**src/design/ccemd_pkg.sv**
```systemverilog
// Constants, types and helpers for the extended core datapath.
// Assumes a single 20 MHz clock and the documented SFR port.
// Summary of operation
// - External interrupt zero vectors to 0003H, enabled by enable bit 0, pin falling edge.
// - Timer zero 000BH, timer one 001BH, capture 0023H, enable bits 1, 3, 4.
// - Endpoint-0 setup, overwrite, error, IN, OUT vector 0043H..0063H, second enable bits 0-4.
// - Serial engine causes share 006BH (bit 5); suspend or overflow use 0073H (bit 6).
// - Unmapped SFR reads return 00h; unmapped writes change nothing.
// - Stack pointer resets to 07H; software may reload it freely.
// - Bank bits choose register bank base 00H, 08H, 10H or 18H.
// - Parity bit tracks accumulator so that the total ones count is even.
// - Status word holds carry, half carry, user flag, overflow and user bit.
// - Accumulator, B and status word reset to 00h.
// - Each data pointer is 16 bits, also reachable as two bytes.
// - Multiply is 8x8, or with mode bit 2 set 16x8 using the extension byte.
// - Divide is 8/8, or with mode bit 3 set 16/8 using the extension byte.
// - Hardware or USB reset clears the mode control bits.
// - Mode bit 0 selects the secondary pointer; pointer operations use the selected one.
// - Secondary pointer bytes sit at 84H and 85H, each read/write.
// - Multiply and divide take 11 cycles, or 20 cycles in 16-bit mode.
// - Register arithmetic 1 cycle, memory arithmetic 2, pointer increment and swap 4.
// - Operations follow standard semantics apart from cycle counts and the extension.
package ccemd_pkg;

  // ----------------------------------------------------------------
  // SFR addresses
  // ----------------------------------------------------------------
  localparam logic [7:0] SFR_SP = 8'h81;
  localparam logic [7:0] SFR_DPL = 8'h82;
  localparam logic [7:0] SFR_DPH = 8'h83;
  localparam logic [7:0] SFR_ALT_POINTER_LOW_BYTE = 8'h84;
  localparam logic [7:0] SFR_ALT_POINTER_HIGH_BYTE = 8'h85;
  localparam logic [7:0] SFR_MODE = 8'h86;
  localparam logic [7:0] SFR_IEN1 = 8'ha8;
  localparam logic [7:0] SFR_IEN2 = 8'ha9;
  localparam logic [7:0] SFR_PSW = 8'hd0;
  localparam logic [7:0] SFR_IFL1 = 8'hda;
  localparam logic [7:0] SFR_IFL2 = 8'hdb;
  localparam logic [7:0] SFR_ACC = 8'he0;
  localparam logic [7:0] SFR_B = 8'hf0;
  localparam logic [7:0] SFR_EXT = 8'hf1;

  // ----------------------------------------------------------------
  // Reset values and field positions
  // ----------------------------------------------------------------
  localparam logic [7:0] SP_RST = 8'h07;
  localparam logic [7:0] ZERO8 = 8'h00;
  localparam logic [7:0] MODE_WMASK = 8'h0d;
  localparam logic [7:0] IEN1_WMASK = 8'h9b;
  localparam logic [7:0] IEN2_WMASK = 8'h7f;
  localparam int MODE_DPSEL = 0;
  localparam int MODE_MUL16 = 2;
  localparam int MODE_DIV16 = 3;
  localparam int PSW_CY = 7;
  localparam int PSW_AC = 6;
  localparam int PSW_F0 = 5;
  localparam int PSW_OV = 2;
  localparam int IEN_EA = 7;
  localparam int NSLOT = 15;
  localparam logic [15:0] VEC_BASE = 16'h0003;

  // ----------------------------------------------------------------
  // Cycle counts
  // ----------------------------------------------------------------
  localparam logic [4:0] CYC_MD8 = 5'h0b;
  localparam logic [4:0] CYC_MD16 = 5'h14;
  localparam logic [4:0] CYC_REG = 5'h01;
  localparam logic [4:0] CYC_MEM = 5'h02;
  localparam logic [4:0] CYC_SLOW = 5'h04;
  localparam logic [4:0] CYC_RETI = 5'h08;

  typedef enum logic [4:0] {
    OP_NOP, OP_ADD, OP_ADDC, OP_SUBB, OP_INCA, OP_DECA, OP_ANL, OP_ORL,
    OP_XRL, OP_CLRA, OP_CPLA, OP_RL, OP_RLC, OP_RR, OP_RRC, OP_SWAP,
    OP_DA, OP_MUL, OP_DIV, OP_INCDP, OP_MOVA, OP_RETI, OP_CLRC, OP_SETC,
    OP_CPLC
  } ccemd_op_t;

  typedef enum logic [1:0] {
    ST_IDLE = 2'b00,
    ST_EXEC = 2'b01,
    ST_MDIV = 2'b11
  } ccemd_state_t;

  // Vector of an interrupt slot: eight bytes apart from 0003H
  function automatic logic [15:0] slot_vector(input logic [3:0] slot);
    slot_vector = VEC_BASE + {9'h000, slot, 3'h0};
  endfunction : slot_vector

endpackage : ccemd_pkg

```
**src/design/ccemd_md_if.sv**
```systemverilog
// Link between the core datapath and its multiply/divide unit.
// Assumes both ends share clk.
`timescale 1ns/1ps
`default_nettype none
interface ccemd_md_if;
  logic start;
  logic is_div;
  logic wide;
  logic [7:0] a;
  logic [7:0] b;
  logic [7:0] x;
  logic done;
  logic [7:0] res_a;
  logic [7:0] res_b;
  logic [7:0] res_x;
  logic ovf;
  modport core (output start, is_div, wide, a, b, x,
                input done, res_a, res_b, res_x, ovf);
  modport unit (input start, is_div, wide, a, b, x,
                output done, res_a, res_b, res_x, ovf);
endinterface : ccemd_md_if
`default_nettype wire

```
**src/design/ccemd_muldiv.sv**
```systemverilog
// Multiply/divide unit with documented latency.
// Assumes operands stay valid only in the start cycle.
`timescale 1ns/1ps
`default_nettype none
module ccemd_muldiv
  import ccemd_pkg::*;
(
  input wire logic clk,
  input wire logic resetn,
  ccemd_md_if.unit md
);
  logic [15:0] num;
  logic [23:0] prod;
  logic [15:0] quo;
  logic [7:0] rem;
  logic [4:0] cnt_q;
  logic run_q;

  // ----------------------------------------------------------------
  // Arithmetic
  // ----------------------------------------------------------------
  always_comb
  begin
    num = md.wide ? {md.x, md.a} : {8'h00, md.a};
    prod = num * {16'h0000, md.b};
    quo = (md.b == 8'h00) ? 16'h0000 : num / {8'h00, md.b};
    rem = (md.b == 8'h00) ? 8'h00 : 8'((num % {8'h00, md.b}));
  end

  // Result captured at start; latency is modelled by the counter
  always_ff @(posedge clk or negedge resetn)
  begin
    if (!resetn)
    begin
      md.res_a <= 8'h00;
      md.res_b <= 8'h00;
      md.res_x <= 8'h00;
      md.ovf <= 1'b0;
    end
    else if (md.start && !md.is_div)
    begin
      md.res_a <= prod[7:0];
      md.res_b <= prod[15:8];
      md.res_x <= md.wide ? prod[23:16] : md.x;
      md.ovf <= md.wide ? (prod[23:16] != 8'h00) : (prod[15:8] != 8'h00);
    end
    else if (md.start)
    begin
      md.res_a <= (md.b == 8'h00) ? md.a : quo[7:0];
      md.res_b <= (md.b == 8'h00) ? md.b : rem;
      md.res_x <= (md.wide && md.b != 8'h00) ? quo[15:8] : md.x;
      md.ovf <= (md.b == 8'h00);
    end
  end

  always_ff @(posedge clk or negedge resetn)
  begin
    if (!resetn)
    begin
      cnt_q <= 5'h00;
      run_q <= 1'b0;
      md.done <= 1'b0;
    end
    else
    begin
      md.done <= 1'b0;
      if (md.start)
      begin
        cnt_q <= (md.wide ? CYC_MD16 : CYC_MD8) - 5'h02;
        run_q <= 1'b1;
      end
      else if (run_q && cnt_q == 5'h00)
      begin
        run_q <= 1'b0;
        md.done <= 1'b1;
      end
      else if (run_q)
        cnt_q <= cnt_q - 5'h01;
    end
  end
endmodule : ccemd_muldiv
`default_nettype wire

```
**src/design/ccemd_core.sv**
```systemverilog
// Core register file, ALU, multiply/divide extension and vectoring.
// Assumes an external sequencer issues operations and fetches operands.
`timescale 1ns/1ps
`default_nettype none
module ccemd_core
  import ccemd_pkg::*;
(
  input wire logic clk,
  input wire logic resetn,
  input wire logic usb_reset,
  input wire logic [7:0] sfr_addr,
  input wire logic sfr_wr,
  input wire logic [7:0] sfr_wdata,
  input wire logic sfr_rd,
  output logic [7:0] sfr_rdata,
  input wire logic op_valid,
  input wire ccemd_pkg::ccemd_op_t op_code,
  input wire logic op_src_mem,
  input wire logic [7:0] op_operand,
  output logic op_busy,
  output logic op_done,
  output logic [15:0] sel_pointer,
  output logic [7:0] bank_base,
  output logic [7:0] stack_top,
  input wire logic external_irq_pin,
  input wire logic timer_zero_evt,
  input wire logic timer_one_evt,
  input wire logic capture_evt,
  input wire logic [4:0] ep0_evt,
  input wire logic [7:0] serial_engine_cause,
  input wire logic [1:0] suspend_overflow_cause,
  input wire logic irq_take,
  output logic irq_req,
  output logic [15:0] irq_vector
);
  import ccemd_pkg::*;

  // ----------------------------------------------------------------
  // State
  // ----------------------------------------------------------------
  logic [7:0] acc_q, b_q, ext_q, sp_q, mode_q, ien1_q, ien2_q, ifl1_q, ifl2_q;
  logic [7:0] dpl_q, dph_q, alt_pointer_low_byte_q, alt_pointer_high_byte_q;
  logic cy_q, ac_q, f0_q, ov_q, ubit_q, par_q;
  logic [1:0] bank_q;
  ccemd_state_t st_q;
  ccemd_op_t opr_q;
  logic [7:0] opd_q;
  logic [4:0] cnt_q;
  logic sync1_q, sync2_q, sync3_q, pin_lvl_q;
  logic op_acc, commit, md_commit, wr_hit, ext_fall;
  logic [7:0] acc_n, psw_rd;
  logic cy_n, ac_n, ov_n;
  logic [8:0] sum;
  logic [15:0] dp_inc;
  logic [NSLOT-1:0] pend;
  logic [3:0] top_slot;
  logic any_pend;

  ccemd_md_if md ();

  ccemd_muldiv u_md (
    .clk(clk),
    .resetn(resetn),
    .md(md)
  );

  function automatic logic [4:0] op_cycles(input ccemd_op_t op, input logic mem);
    case (op)
      OP_ADD, OP_ADDC, OP_SUBB, OP_ANL, OP_ORL, OP_XRL, OP_MOVA:
        op_cycles = mem ? CYC_MEM : CYC_REG;
      OP_SWAP, OP_INCDP: op_cycles = CYC_SLOW;
      OP_RETI: op_cycles = CYC_RETI;
      default: op_cycles = CYC_REG;
    endcase
  endfunction : op_cycles

  assign op_acc = op_valid && st_q == ST_IDLE;
  assign commit = st_q == ST_EXEC && cnt_q == 5'h00;
  assign md_commit = st_q == ST_MDIV && md.done;
  assign wr_hit = sfr_wr && !commit && !md_commit;
  assign psw_rd = {cy_q, ac_q, f0_q, bank_q, ov_q, ubit_q, par_q};

  // ----------------------------------------------------------------
  // Sequencer
  // ----------------------------------------------------------------
  always_ff @(posedge clk or negedge resetn)
  begin
    if (!resetn)
    begin
      st_q <= ST_IDLE;
      cnt_q <= 5'h00;
      opr_q <= OP_NOP;
      opd_q <= 8'h00;
    end
    else
    begin
      case (st_q)
        ST_IDLE:
          if (op_acc)
          begin
            opr_q <= op_code;
            opd_q <= op_operand;
            cnt_q <= op_cycles(op_code, op_src_mem) - 5'h01;
            st_q <= (op_code == OP_MUL || op_code == OP_DIV) ? ST_MDIV : ST_EXEC;
          end
        ST_EXEC:
          if (cnt_q == 5'h00)
            st_q <= ST_IDLE;
          else
            cnt_q <= cnt_q - 5'h01;
        ST_MDIV:
          if (md.done)
            st_q <= ST_IDLE;
        default: st_q <= ST_IDLE;
      endcase
    end
  end

  always_comb
  begin
    md.start = op_acc && (op_code == OP_MUL || op_code == OP_DIV);
    md.is_div = op_code == OP_DIV;
    md.wide = (op_code == OP_DIV) ? mode_q[MODE_DIV16] : mode_q[MODE_MUL16];
    md.a = acc_q;
    md.b = b_q;
    md.x = ext_q;
  end

  always_ff @(posedge clk or negedge resetn)
  begin
    if (!resetn)
    begin
      op_busy <= 1'b0;
      op_done <= 1'b0;
    end
    else
    begin
      op_busy <= op_acc || (op_busy && !commit && !md_commit);
      op_done <= commit || md_commit;
    end
  end

  // ----------------------------------------------------------------
  // ALU
  // ----------------------------------------------------------------
  always_comb
  begin
    acc_n = acc_q;
    cy_n = cy_q;
    ac_n = ac_q;
    ov_n = ov_q;
    sum = 9'h000;
    dp_inc = (mode_q[MODE_DPSEL] ? {alt_pointer_high_byte_q, alt_pointer_low_byte_q} : {dph_q, dpl_q}) + 16'h0001;
    case (opr_q)
      OP_ADD, OP_ADDC:
      begin
        sum = {1'b0, acc_q} + {1'b0, opd_q} + {8'h00, opr_q == OP_ADDC && cy_q};
        acc_n = sum[7:0];
        cy_n = sum[8];
        ac_n = ({1'b0, acc_q[3:0]} + {1'b0, opd_q[3:0]}
               + {4'h0, opr_q == OP_ADDC && cy_q}) > 5'h0f;
        ov_n = (acc_q[7] == opd_q[7]) && (sum[7] != acc_q[7]);
      end
      OP_SUBB:
      begin
        sum = {1'b0, acc_q} - {1'b0, opd_q} - {8'h00, cy_q};
        acc_n = sum[7:0];
        cy_n = sum[8];
        ac_n = {1'b0, acc_q[3:0]} < ({1'b0, opd_q[3:0]} + {4'h0, cy_q});
        ov_n = (acc_q[7] != opd_q[7]) && (sum[7] != acc_q[7]);
      end
      OP_INCA: acc_n = acc_q + 8'h01;
      OP_DECA: acc_n = acc_q - 8'h01;
      OP_ANL: acc_n = acc_q & opd_q;
      OP_ORL: acc_n = acc_q | opd_q;
      OP_XRL: acc_n = acc_q ^ opd_q;
      OP_CLRA: acc_n = 8'h00;
      OP_CPLA: acc_n = ~acc_q;
      OP_RL: acc_n = {acc_q[6:0], acc_q[7]};
      OP_RR: acc_n = {acc_q[0], acc_q[7:1]};
      OP_RLC:
      begin
        acc_n = {acc_q[6:0], cy_q};
        cy_n = acc_q[7];
      end
      OP_RRC:
      begin
        acc_n = {cy_q, acc_q[7:1]};
        cy_n = acc_q[0];
      end
      OP_SWAP: acc_n = {acc_q[3:0], acc_q[7:4]};
      OP_DA:
      begin
        sum = {1'b0, acc_q};
        if (ac_q || acc_q[3:0] > 4'h9)
          sum = sum + 9'h006;
        if (cy_q || sum[8] || sum[7:4] > 4'h9)
          sum = sum + 9'h060;
        acc_n = sum[7:0];
        cy_n = cy_q | sum[8];
      end
      OP_MOVA: acc_n = opd_q;
      OP_CLRC: cy_n = 1'b0;
      OP_SETC: cy_n = 1'b1;
      OP_CPLC: cy_n = ~cy_q;
      default: acc_n = acc_q;
    endcase
  end

  // ----------------------------------------------------------------
  // Accumulator, B, extension byte, status word
  // ----------------------------------------------------------------
  always_ff @(posedge clk or negedge resetn)
  begin
    if (!resetn)
    begin
      acc_q <= ZERO8;
      b_q <= ZERO8;
      ext_q <= ZERO8;
    end
    else if (md_commit)
    begin
      acc_q <= md.res_a;
      b_q <= md.res_b;
      ext_q <= md.res_x;
    end
    else if (commit)
      acc_q <= acc_n;
    else if (wr_hit)
    begin
      if (sfr_addr == SFR_ACC)
        acc_q <= sfr_wdata;
      if (sfr_addr == SFR_B)
        b_q <= sfr_wdata;
      if (sfr_addr == SFR_EXT)
        ext_q <= sfr_wdata;
    end
  end

  // Status word: parity is not writable, it follows the accumulator
  always_ff @(posedge clk or negedge resetn)
  begin
    if (!resetn)
    begin
      {cy_q, ac_q, f0_q, bank_q, ov_q, ubit_q} <= 7'h00;
      par_q <= 1'b0;
    end
    else
    begin
      par_q <= ^acc_q;
      if (md_commit)
      begin
        cy_q <= 1'b0;
        ov_q <= md.ovf;
      end
      else if (commit)
      begin
        cy_q <= cy_n;
        ac_q <= ac_n;
        ov_q <= ov_n;
      end
      else if (wr_hit && sfr_addr == SFR_PSW)
        {cy_q, ac_q, f0_q, bank_q, ov_q, ubit_q} <= sfr_wdata[7:1];
    end
  end

  // ----------------------------------------------------------------
  // Pointers, stack and mode control
  // ----------------------------------------------------------------
  always_ff @(posedge clk or negedge resetn)
  begin
    if (!resetn)
    begin
      {dph_q, dpl_q, alt_pointer_high_byte_q, alt_pointer_low_byte_q} <= 32'h0000_0000;
    end
    else if (commit && opr_q == OP_INCDP && mode_q[MODE_DPSEL])
      {alt_pointer_high_byte_q, alt_pointer_low_byte_q} <= dp_inc;
    else if (commit && opr_q == OP_INCDP)
      {dph_q, dpl_q} <= dp_inc;
    else if (wr_hit)
    begin
      if (sfr_addr == SFR_DPL)
        dpl_q <= sfr_wdata;
      if (sfr_addr == SFR_DPH)
        dph_q <= sfr_wdata;
      if (sfr_addr == SFR_ALT_POINTER_LOW_BYTE)
        alt_pointer_low_byte_q <= sfr_wdata;
      if (sfr_addr == SFR_ALT_POINTER_HIGH_BYTE)
        alt_pointer_high_byte_q <= sfr_wdata;
    end
  end

  always_ff @(posedge clk or negedge resetn)
  begin
    if (!resetn)
      sp_q <= SP_RST;
    else if (irq_take)
      sp_q <= sp_q + 8'h02;
    else if (commit && opr_q == OP_RETI)
      sp_q <= sp_q - 8'h02;
    else if (wr_hit && sfr_addr == SFR_SP)
      sp_q <= sfr_wdata;
  end

  always_ff @(posedge clk or negedge resetn)
  begin
    if (!resetn)
      mode_q <= ZERO8;
    else if (usb_reset)
      mode_q <= ZERO8;
    else if (wr_hit && sfr_addr == SFR_MODE)
      mode_q <= sfr_wdata & MODE_WMASK;
  end

  // ----------------------------------------------------------------
  // Interrupt flags and vectoring
  // ----------------------------------------------------------------
  // Three stages; the first only feeds the second against metastability
  always_ff @(posedge clk or negedge resetn)
  begin
    if (!resetn)
    begin
      sync1_q <= 1'b1;
      sync2_q <= 1'b1;
      sync3_q <= 1'b1;
      pin_lvl_q <= 1'b1;
    end
    else
    begin
      sync1_q <= external_irq_pin;
      sync2_q <= sync1_q;
      sync3_q <= sync2_q;
      if (sync2_q == sync3_q)
        pin_lvl_q <= sync3_q;
    end
  end

  assign ext_fall = pin_lvl_q && sync2_q == sync3_q && !sync3_q;

  // Hardware set wins over a software clear in the same cycle
  always_ff @(posedge clk or negedge resetn)
  begin
    if (!resetn)
    begin
      ifl1_q <= ZERO8;
      ifl2_q <= ZERO8;
    end
    else
    begin
      if (wr_hit && sfr_addr == SFR_IFL1)
        ifl1_q <= sfr_wdata & IEN1_WMASK & 8'h1b;
      else if (irq_take && top_slot == 4'h0)
        ifl1_q[0] <= 1'b0;
      if (wr_hit && sfr_addr == SFR_IFL2)
        ifl2_q <= sfr_wdata & IEN2_WMASK;
      if (ext_fall)
        ifl1_q[0] <= 1'b1;
      if (timer_zero_evt)
        ifl1_q[1] <= 1'b1;
      if (timer_one_evt)
        ifl1_q[3] <= 1'b1;
      if (capture_evt)
        ifl1_q[4] <= 1'b1;
      for (int i = 0; i < 5; i++)
        if (ep0_evt[i])
          ifl2_q[i] <= 1'b1;
      if (|serial_engine_cause)
        ifl2_q[5] <= 1'b1;
      if (|suspend_overflow_cause)
        ifl2_q[6] <= 1'b1;
    end
  end

  always_ff @(posedge clk or negedge resetn)
  begin
    if (!resetn)
    begin
      ien1_q <= ZERO8;
      ien2_q <= ZERO8;
    end
    else if (wr_hit)
    begin
      if (sfr_addr == SFR_IEN1)
        ien1_q <= sfr_wdata & IEN1_WMASK;
      if (sfr_addr == SFR_IEN2)
        ien2_q <= sfr_wdata & IEN2_WMASK;
    end
  end

  // Lowest vector address wins; priority levels live elsewhere
  always_comb
  begin
    pend = {ifl2_q[6:0] & ien2_q[6:0], ifl1_q & ien1_q & 8'h1b};
    top_slot = 4'h0;
    any_pend = ien1_q[IEN_EA] && |pend;
    for (int i = NSLOT - 1; i >= 0; i--)
      if (pend[i])
        top_slot = 4'(i);
  end

  always_ff @(posedge clk or negedge resetn)
  begin
    if (!resetn)
    begin
      irq_req <= 1'b0;
      irq_vector <= 16'h0000;
    end
    else
    begin
      irq_req <= any_pend && !irq_take;
      irq_vector <= slot_vector(top_slot);
    end
  end

  // ----------------------------------------------------------------
  // Read port and registered views
  // ----------------------------------------------------------------
  always_ff @(posedge clk or negedge resetn)
  begin
    if (!resetn)
      sfr_rdata <= 8'h00;
    else if (sfr_rd)
      case (sfr_addr)
        SFR_SP: sfr_rdata <= sp_q;
        SFR_DPL: sfr_rdata <= dpl_q;
        SFR_DPH: sfr_rdata <= dph_q;
        SFR_ALT_POINTER_LOW_BYTE: sfr_rdata <= alt_pointer_low_byte_q;
        SFR_ALT_POINTER_HIGH_BYTE: sfr_rdata <= alt_pointer_high_byte_q;
        SFR_MODE: sfr_rdata <= mode_q;
        SFR_IEN1: sfr_rdata <= ien1_q;
        SFR_IEN2: sfr_rdata <= ien2_q;
        SFR_PSW: sfr_rdata <= psw_rd;
        SFR_IFL1: sfr_rdata <= ifl1_q;
        SFR_IFL2: sfr_rdata <= ifl2_q;
        SFR_ACC: sfr_rdata <= acc_q;
        SFR_B: sfr_rdata <= b_q;
        SFR_EXT: sfr_rdata <= ext_q;
        default: sfr_rdata <= 8'h00;
      endcase
  end

  always_ff @(posedge clk or negedge resetn)
  begin
    if (!resetn)
    begin
      sel_pointer <= 16'h0000;
      bank_base <= 8'h00;
      stack_top <= SP_RST;
    end
    else
    begin
      sel_pointer <= mode_q[MODE_DPSEL] ? {alt_pointer_high_byte_q, alt_pointer_low_byte_q} : {dph_q, dpl_q};
      bank_base <= {3'h0, bank_q, 3'h0};
      stack_top <= sp_q;
    end
  end

  // ----------------------------------------------------------------
  // Checks
  // ----------------------------------------------------------------
  stack_irq_a: assert property (@(posedge clk) disable iff (!resetn)
    irq_take |=> sp_q == $past(sp_q) + 8'h02) else $error("stack not advanced");
  parity_track_a: assert property (@(posedge clk) disable iff (!resetn)
    ##1 (^{acc_q, psw_rd[0]}) == 1'b0 || $changed(acc_q)) else $error("parity wrong");
  mul8_len_a: assert property (@(posedge clk) disable iff (!resetn)
    op_acc && op_code == OP_MUL && !mode_q[MODE_MUL16] |-> ##12 op_done)
    else $error("8-bit multiply length");
  md16_len_a: assert property (@(posedge clk) disable iff (!resetn)
    op_acc && op_code == OP_DIV && mode_q[MODE_DIV16] |-> ##1 !op_done [*8] ##13 op_done)
    else $error("16-bit divide length");
  reg_arith_a: assert property (@(posedge clk) disable iff (!resetn)
    op_acc && op_code == OP_ADD && !op_src_mem |-> ##2 op_done)
    else $error("register add length");
  swap_len_a: assert property (@(posedge clk) disable iff (!resetn)
    op_acc && op_code == OP_SWAP |-> ##5 op_done && acc_q == {$past(acc_q[3:0], 5),
    $past(acc_q[7:4], 5)}) else $error("swap length or value");
  usb_clear_a: assert property (@(posedge clk) disable iff (!resetn)
    usb_reset |=> mode_q == 8'h00) else $error("mode not cleared");
  unmapped_wr_a: assert property (@(posedge clk) disable iff (!resetn)
    sfr_wr && sfr_addr == 8'hf8 && st_q == ST_IDLE && !irq_take && !usb_reset |=>
    $stable({acc_q, b_q, ext_q, sp_q, mode_q, ien1_q, ien2_q})) else $error("unmapped write");
  ext_vector_a: assert property (@(posedge clk) disable iff (!resetn)
    ien1_q[IEN_EA] && ien1_q[0] && ifl1_q[0] && !irq_take |=>
    irq_req && irq_vector == 16'h0003) else $error("external vector");
endmodule : ccemd_core
`default_nettype wire

```
**config.mk**
```make
export PLATFORM = sky130hd
export DESIGN_NAME = ccemd_core
export DESIGN_NICKNAME = d
export VERILOG_FILES = /design/src/design/ccemd_pkg.sv /design/src/design/ccemd_md_if.sv /design/src/design/ccemd_muldiv.sv /design/src/design/ccemd_core.sv
export SDC_FILE = /design/constraint.sdc
export NUM_CORES = 1
export LEC_CHECK = 0
export ABC_AREA = 1
export BUFFER_PORTS_ARGS = -buffer_cell sky130_fd_sc_hd__buf_2
export CAP_MARGIN = 20
export CORE_MARGIN = 8
export CORE_UTILIZATION = 40
export CTS_CLUSTER_DIAMETER = 120
export DETAILED_ROUTE_END_ITERATION = 10
export PLACE_DENSITY_LB_ADDON = 0.05
export SETUP_SLACK_MARGIN = 0.2
export SYNTH_ARGS = -nofsm -noshare
export SYNTH_HDL_FRONTEND = slang
export SYNTH_SLANG_ARGS = --single-unit
```
**constraint.sdc**
```tcl
create_clock -name clk -period 28 [get_ports clk]
set_clock_uncertainty 0.1 [all_clocks]
set_input_delay 1.4 -clock clk [delete_from_list [all_inputs] [get_ports clk]]
set_output_delay 1.4 -clock clk [all_outputs]
set_load 0.05 [all_outputs]
```
==> metrics, run 1 <==
status=finished clean; via/cell ratio=between 5 and 6; Worst Path Required=about 28 ns; Crit Path Category=in2reg; row cnt=86; Distinct cells, synth=between 60 and 70; Synth Instances=3143; first-pass GRT wire length=roughly 120 mm; area fraction of the dominant cell type after synthesis=20.9%; slowest stage cell, crit path=ha_1; Yosys top cell by area=dfrtp_1; Initial Utilization=between 40% and 50%; Final period util=between 90 and 100%; fmax=38.1 MHz; clock root buffer=clkbuf_16; share of post-route cells with drive strength above 1=between 15 and 20%; DIE WIDTH=roughly 250 um; via count of the routed design=approximately 22000; Crit Path Max Fanout=9; sequential fraction of the synthesis area=between 20% and 30%; Clock transition at path regs=~0.080 ns; CP startpoint kind=primary input; Die Span Y=~250 um; nets@finish=~3700; Synth Cell Area=roughly 22000 um2; Die Area=about 63000 um2; dpl hpwl=59.4 mm; Worst-Skew Late Latency=approximately 0.47 ns; Overflow after GRT=0; WP data arrival=approximately 26 ns; Post-DRT Antenna Nets=0; Worst slew margin=between 30% and 40%; largest net degree at the start of global routing=around 70; htree depth=4; P&R area growth vs syn=15.1%; endpoint class of the critical path=register; initial antenna violation count=0; Detailed Routing Iterations Pass 1=5; Port Buf Inserts=a little under 100; FF+latch count, synth=slightly below 200; cell mode on critical path=nand2_1; CP max stage delay=~0.35 ns; top_reg_cell synth=dfrtp_1; clock period minus worst slack=around 26 ns; deepest clock path buffer count=2; synth warn=0; CTS buffer count=17; Max Cap Viol=0; DR iter-0 viols=1485; Ports=around 120; diode count=0; clock sink count=a little under 200; Post-synth EDFFs=0; post-detailed-route DRC marker count=0; final setup fails=0; # fillers=5707; wire length per cell=18.9 um; Synth Area per Inst=~7 um2; Synth async-reset ratio=between 90% and 100%; Hold Path Class=reg2reg; setup TNS=0 ns; count of hold-fix buffers inserted at cts=0; gp weighted congestion=between 0.9 and 1; worst-margin pin slew=roughly 1.0 ns; commonest non-fill, non-tap cell in the layout=nand2_1; WL final=77.4 mm; Area contributors post-synth=dfrtp_1 21%, ha_1 12%, nand2_1 12%; commonest non-fill, non-tap cells in the layout=673 x nand2_1, 518 x inv_1, 271 x nor2_1; Placeable Area=55000 um2; number of global-route vias before repair=~21000; GRT Total Usage=roughly a quarter; CTS tree=yes; fin. max-slew vios=0; final hold viol count=0
==> final timing paths <==
kind                            start          endpoint  slack (ns)  depth (start not counted)
max                        op_code[1]  u_md.md.res_b[2]        1.78                        210
min                           sync1_q           sync2_q        0.26                          0
max reg2reg                 mode_q[3]  u_md.md.res_b[2]        2.64                        207
min reg2reg                   sync1_q           sync2_q        0.26                          0
max in group asynchronous      resetn          dph_q[5]       25.60                          2
min in group asynchronous      resetn     irq_vector[1]        0.80                          1
==> cell usage after synthesis (all sizes together) (15+ instances only) <==
| master | number |
|---|---|
| a21o | 20 |
| a21oi | 139 |
| a221oi | 23 |
| a31oi | 30 |
| buf | 28 |
| clkbuf | 62 |
| dfrtp | 186 |
| fa | 90 |
| ha | 209 |
| inv | 549 |
| nand2 | 724 |
| nand3 | 138 |
| nand4 | 26 |
| nor2 | 296 |
| nor3 | 44 |
| o211ai | 35 |
| o21ai | 229 |
| o21bai | 18 |
| o221ai | 15 |
| o22ai | 25 |
| or2 | 21 |
| xnor2 | 44 |
| xor2 | 76 |
==> kinds of logic (layout without fill, tap and decap cells) <==
group | Yosys count | after routing | synth area share (%)
buf+inv | 649 | 828 | 11.4
mux | 7 | 7 | 0.355
simple gates | 1273 | 1273 | 25.3
compound gates | 597 | 597 | 16.3
flops | 196 | 196 | 22.1
other cells | 2 | 17 | 0.0338
fa+ha+maj | 299 | 299 | 19.9
xor+xnor | 120 | 120 | 4.73
==> metal layers <==
metal  track usage, %  vias up  part of all wire, %
li1                 -    10500                    -
met1             31.3    10500                   44
met2             41.2      631                   48
met3             2.16      110                  4.9
met4             7.00        0                  2.5
met5                0        -                    0
==> cell type report <==
type / count / area (um2) / share of cell area (%)
sequential: 196 / 4920 / 19.2
timing repair inverter: 1 / 7.51 / 0.0293
clock inverter: 15 / 198 / 0.773
clock buffer: 17 / 425 / 1.66
multi-input combinational: 2313 / 15400 / 60.2
tap: 748 / 936 / 3.66
inverter: 559 / 2130 / 8.33
timing repair buffer: 236 / 1580 / 6.16
==> state kept, by name (all words and copies together), names as in the netlist, 5 cells and up <==
register,count
ext_q,8
ifl2_q,7
cnt_q,5
sfr_rdata,8
irq_vector,5
acc_q,8
u_md.md.res_a,8
dpl_q,8
ien1_q,5
opd_q,8
u_md.cnt_q,5
b_q,8
stack_top,8
alt_pointer_low_byte_q,8
sel_pointer,16
sp_q,8
opr_q,5
dph_q,8
ien2_q,7
u_md.md.res_b,8
alt_pointer_high_byte_q,8
u_md.md.res_x,8
==> critical path, delay by kind of cell <==
| kind | cells | cell delay (ns) |
|---|---|---|
| buf+inv | 40 | 3.50 |
| simple gates | 101 | 9.63 |
| xor+xnor | 1 | 0.13 |
| compound gates | 52 | 7.45 |
| fa+ha+maj | 16 | 4.33 |
==> per-stage QoR <==
step           cell area [um2]  instances  setup slack, ns  hold slack, ns  utilization [%]
2_1_floorplan            22300       3158            0.260           0.245                -
3_3_place_gp             23900       3997            0.368           0.249             43.5
3_5_place_dp             23900       3997           -0.611           0.249             43.5
4_1_cts                  24600       4036            0.224           0.265             44.8
5_1_grt                  25600       4085           -0.186           0.267             46.5
6_report                 25600       4085             1.78           0.263             46.5
==> timing repair <==
| action | CTS | global route |
|---|---|---|
| resized for setup | 9 | 157 |
| cloned | 1 | 0 |
| buffers inserted | 6 | 48 |
| setup endpoints to repair | 9 | 10 |
| pin swaps | 4 | 87 |
Power of run 1 is not shown: default switching activity piles up to over one toggle a cycle in this logic, so the estimate is an artifact.
==> inputs of run 2 (changes only) <==
==> constraint.sdc (replaced) <==
create_clock -name clk -period 23 [get_ports clk]
set_clock_uncertainty 0.1 [all_clocks]
set_input_delay 4.6 -clock clk [delete_from_list [all_inputs] [get_ports clk]]
set_output_delay 4.6 -clock clk [all_outputs]
set_load 0.05 [all_outputs]
==> metrics, run 2 (synthesis gave the netlist of run 1 again) <==
status=finished with violations; failing checks=negative setup slack; gp weighted congestion=roughly 0.95; clock sink count=196; CTS tree=yes; Max Cap Viol=0; deepest clock path buffer count=2; Worst-Skew Late Latency=approximately 0.46 ns; Crit Path Max Fanout=6; max reg flops=16; fmax=35.4 MHz; Ports=between 100 and 150; DR iter-0 viols=between 1000 and 1500; Port Buf Inserts=98; unrepaired setup endpoints after global routing=true; share of post-route cells with drive strength above 1=about 28%; WL final=around 82 mm; CTS buffer count=17; Die Span Y=252 um; nets@finish=a little over 4000; Setup WS post-layout=-5.29 ns; row cnt=86; count of hold-fix buffers inserted at cts=0; P&R area growth vs syn=33.2%; worst reg2reg setup slack=-1.28 ns; CP startpoint kind=primary input; first-pass GRT wire length=roughly 130 mm; post-detailed-route DRC marker count=0; Worst Path Required=23.24 ns; final hold viol count=0; largest reg by FF count=sel_pointer; Die Area=between 60000 and 70000 um2; endpoint class of the critical path=register; Initial Utilization=40.4%; GRT Total Usage=between 20% and 30%; pre-CTS setup slack=-6.35 ns; number of global-route vias before repair=23800; Overflow after GRT=0; setup TNS=-52.60 ns; Post-DRT Antenna Nets=0; Detailed Routing Iterations Pass 1=5; worst-margin pin slew=just over 0.9 ns; initial antenna violation count=2; via count of the routed design=between 20000 and 25000; Final period util=123%; clock period minus worst slack=about 28 ns; via/cell ratio=roughly 5.2; clock root buffer=clkbuf_16; fin. max-slew vios=0; Clock transition at path regs=0.08 ns; final setup fails=11; WP data arrival=approximately 29 ns; CP max stage delay=0.32 ns; Placeable Area=55000 um2; Crit Path Category=in2reg; Worst slew margin=37.8%; dpl hpwl=roughly 63 mm; htree depth=4; largest net degree at the start of global routing=a little over 80; Hold Path Class=reg2reg; wire length per cell=about 18 um; slowest stage cell, crit path=ha_1; DIE WIDTH=between 200 and 300 um; commonest non-fill, non-tap cell in the layout=nand2_1; commonest non-fill, non-tap cells in the layout=630 x nand2_1, 567 x buf_4, 498 x inv_1
## run 2: metal layers
layer | global-route usage [%] | vias up | part of all wire [%]
li1 | - | 11400 | -
met1 | 30.9 | 11200 | 42
met2 | 45.3 | 651 | 49
met3 | 3.00 | 181 | 4.7
met4 | 10.6 | 0 | 4.4
met5 | 0 | - | 0
## run 2: critical path, delay by kind of cell
family                     cells  cell delay, ns
AOI/OAI and AO/OA             45            5.82
adders and majority gates     15            3.86
xor gates and xnor gates       2            0.32
and+or+nand+nor               93            8.49
buffers and inverters         54            5.35
## run 2: repair_timing
action / 4_1_cts / 5_1_grt
pin swaps: 113 / 167
hold endpoints to repair: 0 / 0
buffers inserted: 129 / 42
endpoints found under the setup margin: 12 / 12
gates resized for setup: 110 / 133
cloned: 3 / 0
## run 2: cell type report
| cell class | instances | area [um2] |
|---|---|---|
| Fill cell | 5255 | 25400 |
| Multi-Input combinational cell | 2314 | 16000 |
| Timing Repair Buffer | 679 | 4940 |
| Sequential cell | 196 | 4920 |
| Inverter | 559 | 2140 |
| Tap cell | 748 | 936 |
| Clock buffer | 18 | 429 |
| Clock inverter | 14 | 209 |
| Timing Repair inverter | 2 | 15.0 |
| Antenna cell | 2 | 5.00 |
## run 2: path summary, 6_finish.rpt
kind                            start                to  cells after the start
setup / recovery           op_code[2]  u_md.md.res_a[0]                    209
hold / removal                sync1_q           sync2_q                      0
min in group asynchronous      resetn          cnt_q[0]                      1
setup reg to reg            mode_q[3]  u_md.md.res_a[0]                    208
max in group asynchronous      resetn         ifl2_q[2]                      3
hold reg to reg               sync1_q           sync2_q                      0
## run 2: through the flow
step | hold slack (ns) | util [%] | cells | cell area [um2]
finish | 0.265 | 53.8 | 4532 | 29600
global route | 0.262 | 53.8 | 4530 | 29600
CTS | 0.263 | 52.3 | 4488 | 28700
detailed placement | 0.247 | 48.5 | 4324 | 26600
global placement | 0.255 | 48.4 | 4323 | 26600
floorplan | 0.245 | - | 3158 | 22600
Power of run 2 is left out for the same reason.
==> inputs of run 3 (changes only) <==
--- a/config.mk
+++ b/config.mk
@@ -8,6 +8,8 @@
 export ABC_AREA = 1
 export BUFFER_PORTS_ARGS = -buffer_cell sky130_fd_sc_hd__buf_2
 export CAP_MARGIN = 20
+export CELL_PAD_IN_SITES_DETAIL_PLACEMENT = 1
+export CELL_PAD_IN_SITES_GLOBAL_PLACEMENT = 1
 export CORE_MARGIN = 8
 export CORE_UTILIZATION = 40
 export CTS_CLUSTER_DIAMETER = 120
==> metrics, run 3 (synthesis gave the netlist of run 1 again) <==
status=finished with violations; failing checks=negative setup slack; Ports=between 100 and 150; CP startpoint kind=primary input; Top delay family on crit path=simple AND/OR/NAND/NOR gates; worst reg2reg setup slack=-3.28 ns; commonest non-fill, non-tap cells in the layout=667 x buf_4, 613 x nand2_1, 495 x inv_1; unrepaired setup endpoints after global routing=true; Die Span Y=~250 um; initial antenna violation count=1; DIE WIDTH=between 200 and 300 um; Port Buf Inserts=between 90 and 100; max reg flops=16; via/cell ratio=about 5.6; Placed Area=~27000 um2; Worst Path Required=around 23 ns; GRT Total Usage=30.0%; Worst-Skew Late Latency=roughly 0.47 ns; Overflow after GRT=0; share of post-route cells with drive strength above 1=a little under a third; diode count=0; Placeable Area=around 55000 um2; DR iter-0 viols=about 1500; deepest clock path buffer count=2; # fillers=between 6000 and 7000; CTS buffer count=17; Initial Utilization=slightly above 40%; Crit Path Category=in2reg; WL final=between 100 and 150 mm; pre-CTS setup slack=-7.29 ns; CTS tree=yes; Crit Path Max Fanout=8; Clock transition at path regs=approximately 0.090 ns; register area=4920 um2; Final period util=131%; Worst Path Buf+Inv=43; slowest stage cell, crit path=ha_1; post-layout util=a little under three fifths; worst-case reg-to-reg path depth=206; Post-DRT Antenna Nets=0; Detailed Routing Iterations Pass 1=5; WP data arrival=around 30 ns; first-pass GRT wire length=approximately 150 mm; wire length per cell=between 20 and 25 um; final hold viol count=0; Setup WS post-layout=-7.07 ns; Max Cap Viol=0; commonest non-fill, non-tap cell in the layout=buf_4; fmax=approximately 33 MHz; final setup fails=12; clock sink count=about 200; CP max stage delay=~0.35 ns; Worst slew margin=about a quarter; largest net degree at the start of global routing=87; gp weighted congestion=approximately 0.93; htree depth=4; Die Area=approximately 63000 um2; row cnt=86; worst-margin pin slew=around 1.1 ns; FF-to-FF Start=mode_q[3]; clock root buffer=clkbuf_16; hold path start=sync1_q; cell mode on critical path=nand2_2; clock period minus worst slack=~30 ns; number of global-route vias before repair=around 28000; Hold Path Class=reg2reg; count of hold-fix buffers inserted at cts=0; dpl hpwl=around 69 mm; post-detailed-route DRC marker count=0; endpoint class of the critical path=register; via count of the routed design=25900; nets@finish=about 4200; footprint of the multi-input gates=between 15000 and 20000 um2; post-route design area=approximately 31000 um2; FF-to-FF End=u_md.md.res_b[3]; Hold Path End=sync2_q; largest reg by FF count=sel_pointer; fin. max-slew vios=0; P&R area growth vs syn=39.5%; hold depth=0
run 3: cell types whose count changed in the layout (fill, tap and decap cells not counted), moves of 8 or more:
cell,previous run,this run
buf_4,567,667
nand2_1,630,613
ha_1,182,168
ha_4,27,41
nand2_4,20,33
buf_6,14,22
run 3: worst reg2reg max path: cells and delay by family (launching register included):
| family | cells | cell delay [ns] |
|---|---|---|
| buffers and inverters | 43 | 4.13 |
| and+or+nand+nor | 94 | 9.59 |
| xor gates and xnor gates | 1 | 0.15 |
| DFF | 1 | 0.43 |
| adders and majority gates | 16 | 4.06 |
| AOI/OAI and AO/OA | 52 | 7.80 |
run 3: layout make-up:
| cell class | count | area share, % |
|---|---|---|
| clock buffer | 17 | 1.37 |
| clock inverter | 15 | 0.577 |
| inverter | 559 | 7.01 |
| multi-input combinational | 2314 | 53.3 |
| sequential | 196 | 15.9 |
| tap | 748 | 3.02 |
| timing repair buffer | 789 | 18.8 |
| timing repair inverter | 1 | 0.0242 |
run 3: worst max path at each step:
stage	startpoint	endpoint	cells after the start
final	op_code[3]	u_md.md.res_b[3]	207
after global routing	op_code[3]	u_md.md.res_b[6]	209
after CTS	op_code[1]	u_md.md.res_b[4]	215
after detailed placement	op_code[2]	u_md.md.res_b[7]	206
after global placement	op_code[2]	u_md.md.res_b[4]	209
after floorplan	op_code[2]	u_md.md.res_a[0]	224
run 3: metrics by stage:
step,hold slack (ns),cells,TNS [ns]
floorplan,0.245,3158,-63.78
global placement,0.247,4327,-55.87
detailed placement,0.260,4328,-75.44
CTS,0.252,4564,-46.81
global route,0.250,4639,-86.08
finish,0.248,4639,-73.70
run 3: routing by layer:
metal,vias to the layer above,routed length (um),track usage (%)
li1,11600,-,-
met1,12900,41500,34.0
met2,893,54400,54.8
met3,455,5070,3.77
met4,2,7470,15.5
met5,-,11,0
run 3: repair_timing:
item	4_1_cts	5_1_grt
resized for setup	163	198
gates cloned	2	0
pin swaps	143	183
buffers inserted	202	74
setup endpoints to repair	12	13
Power of run 3 is left out for the same reason.
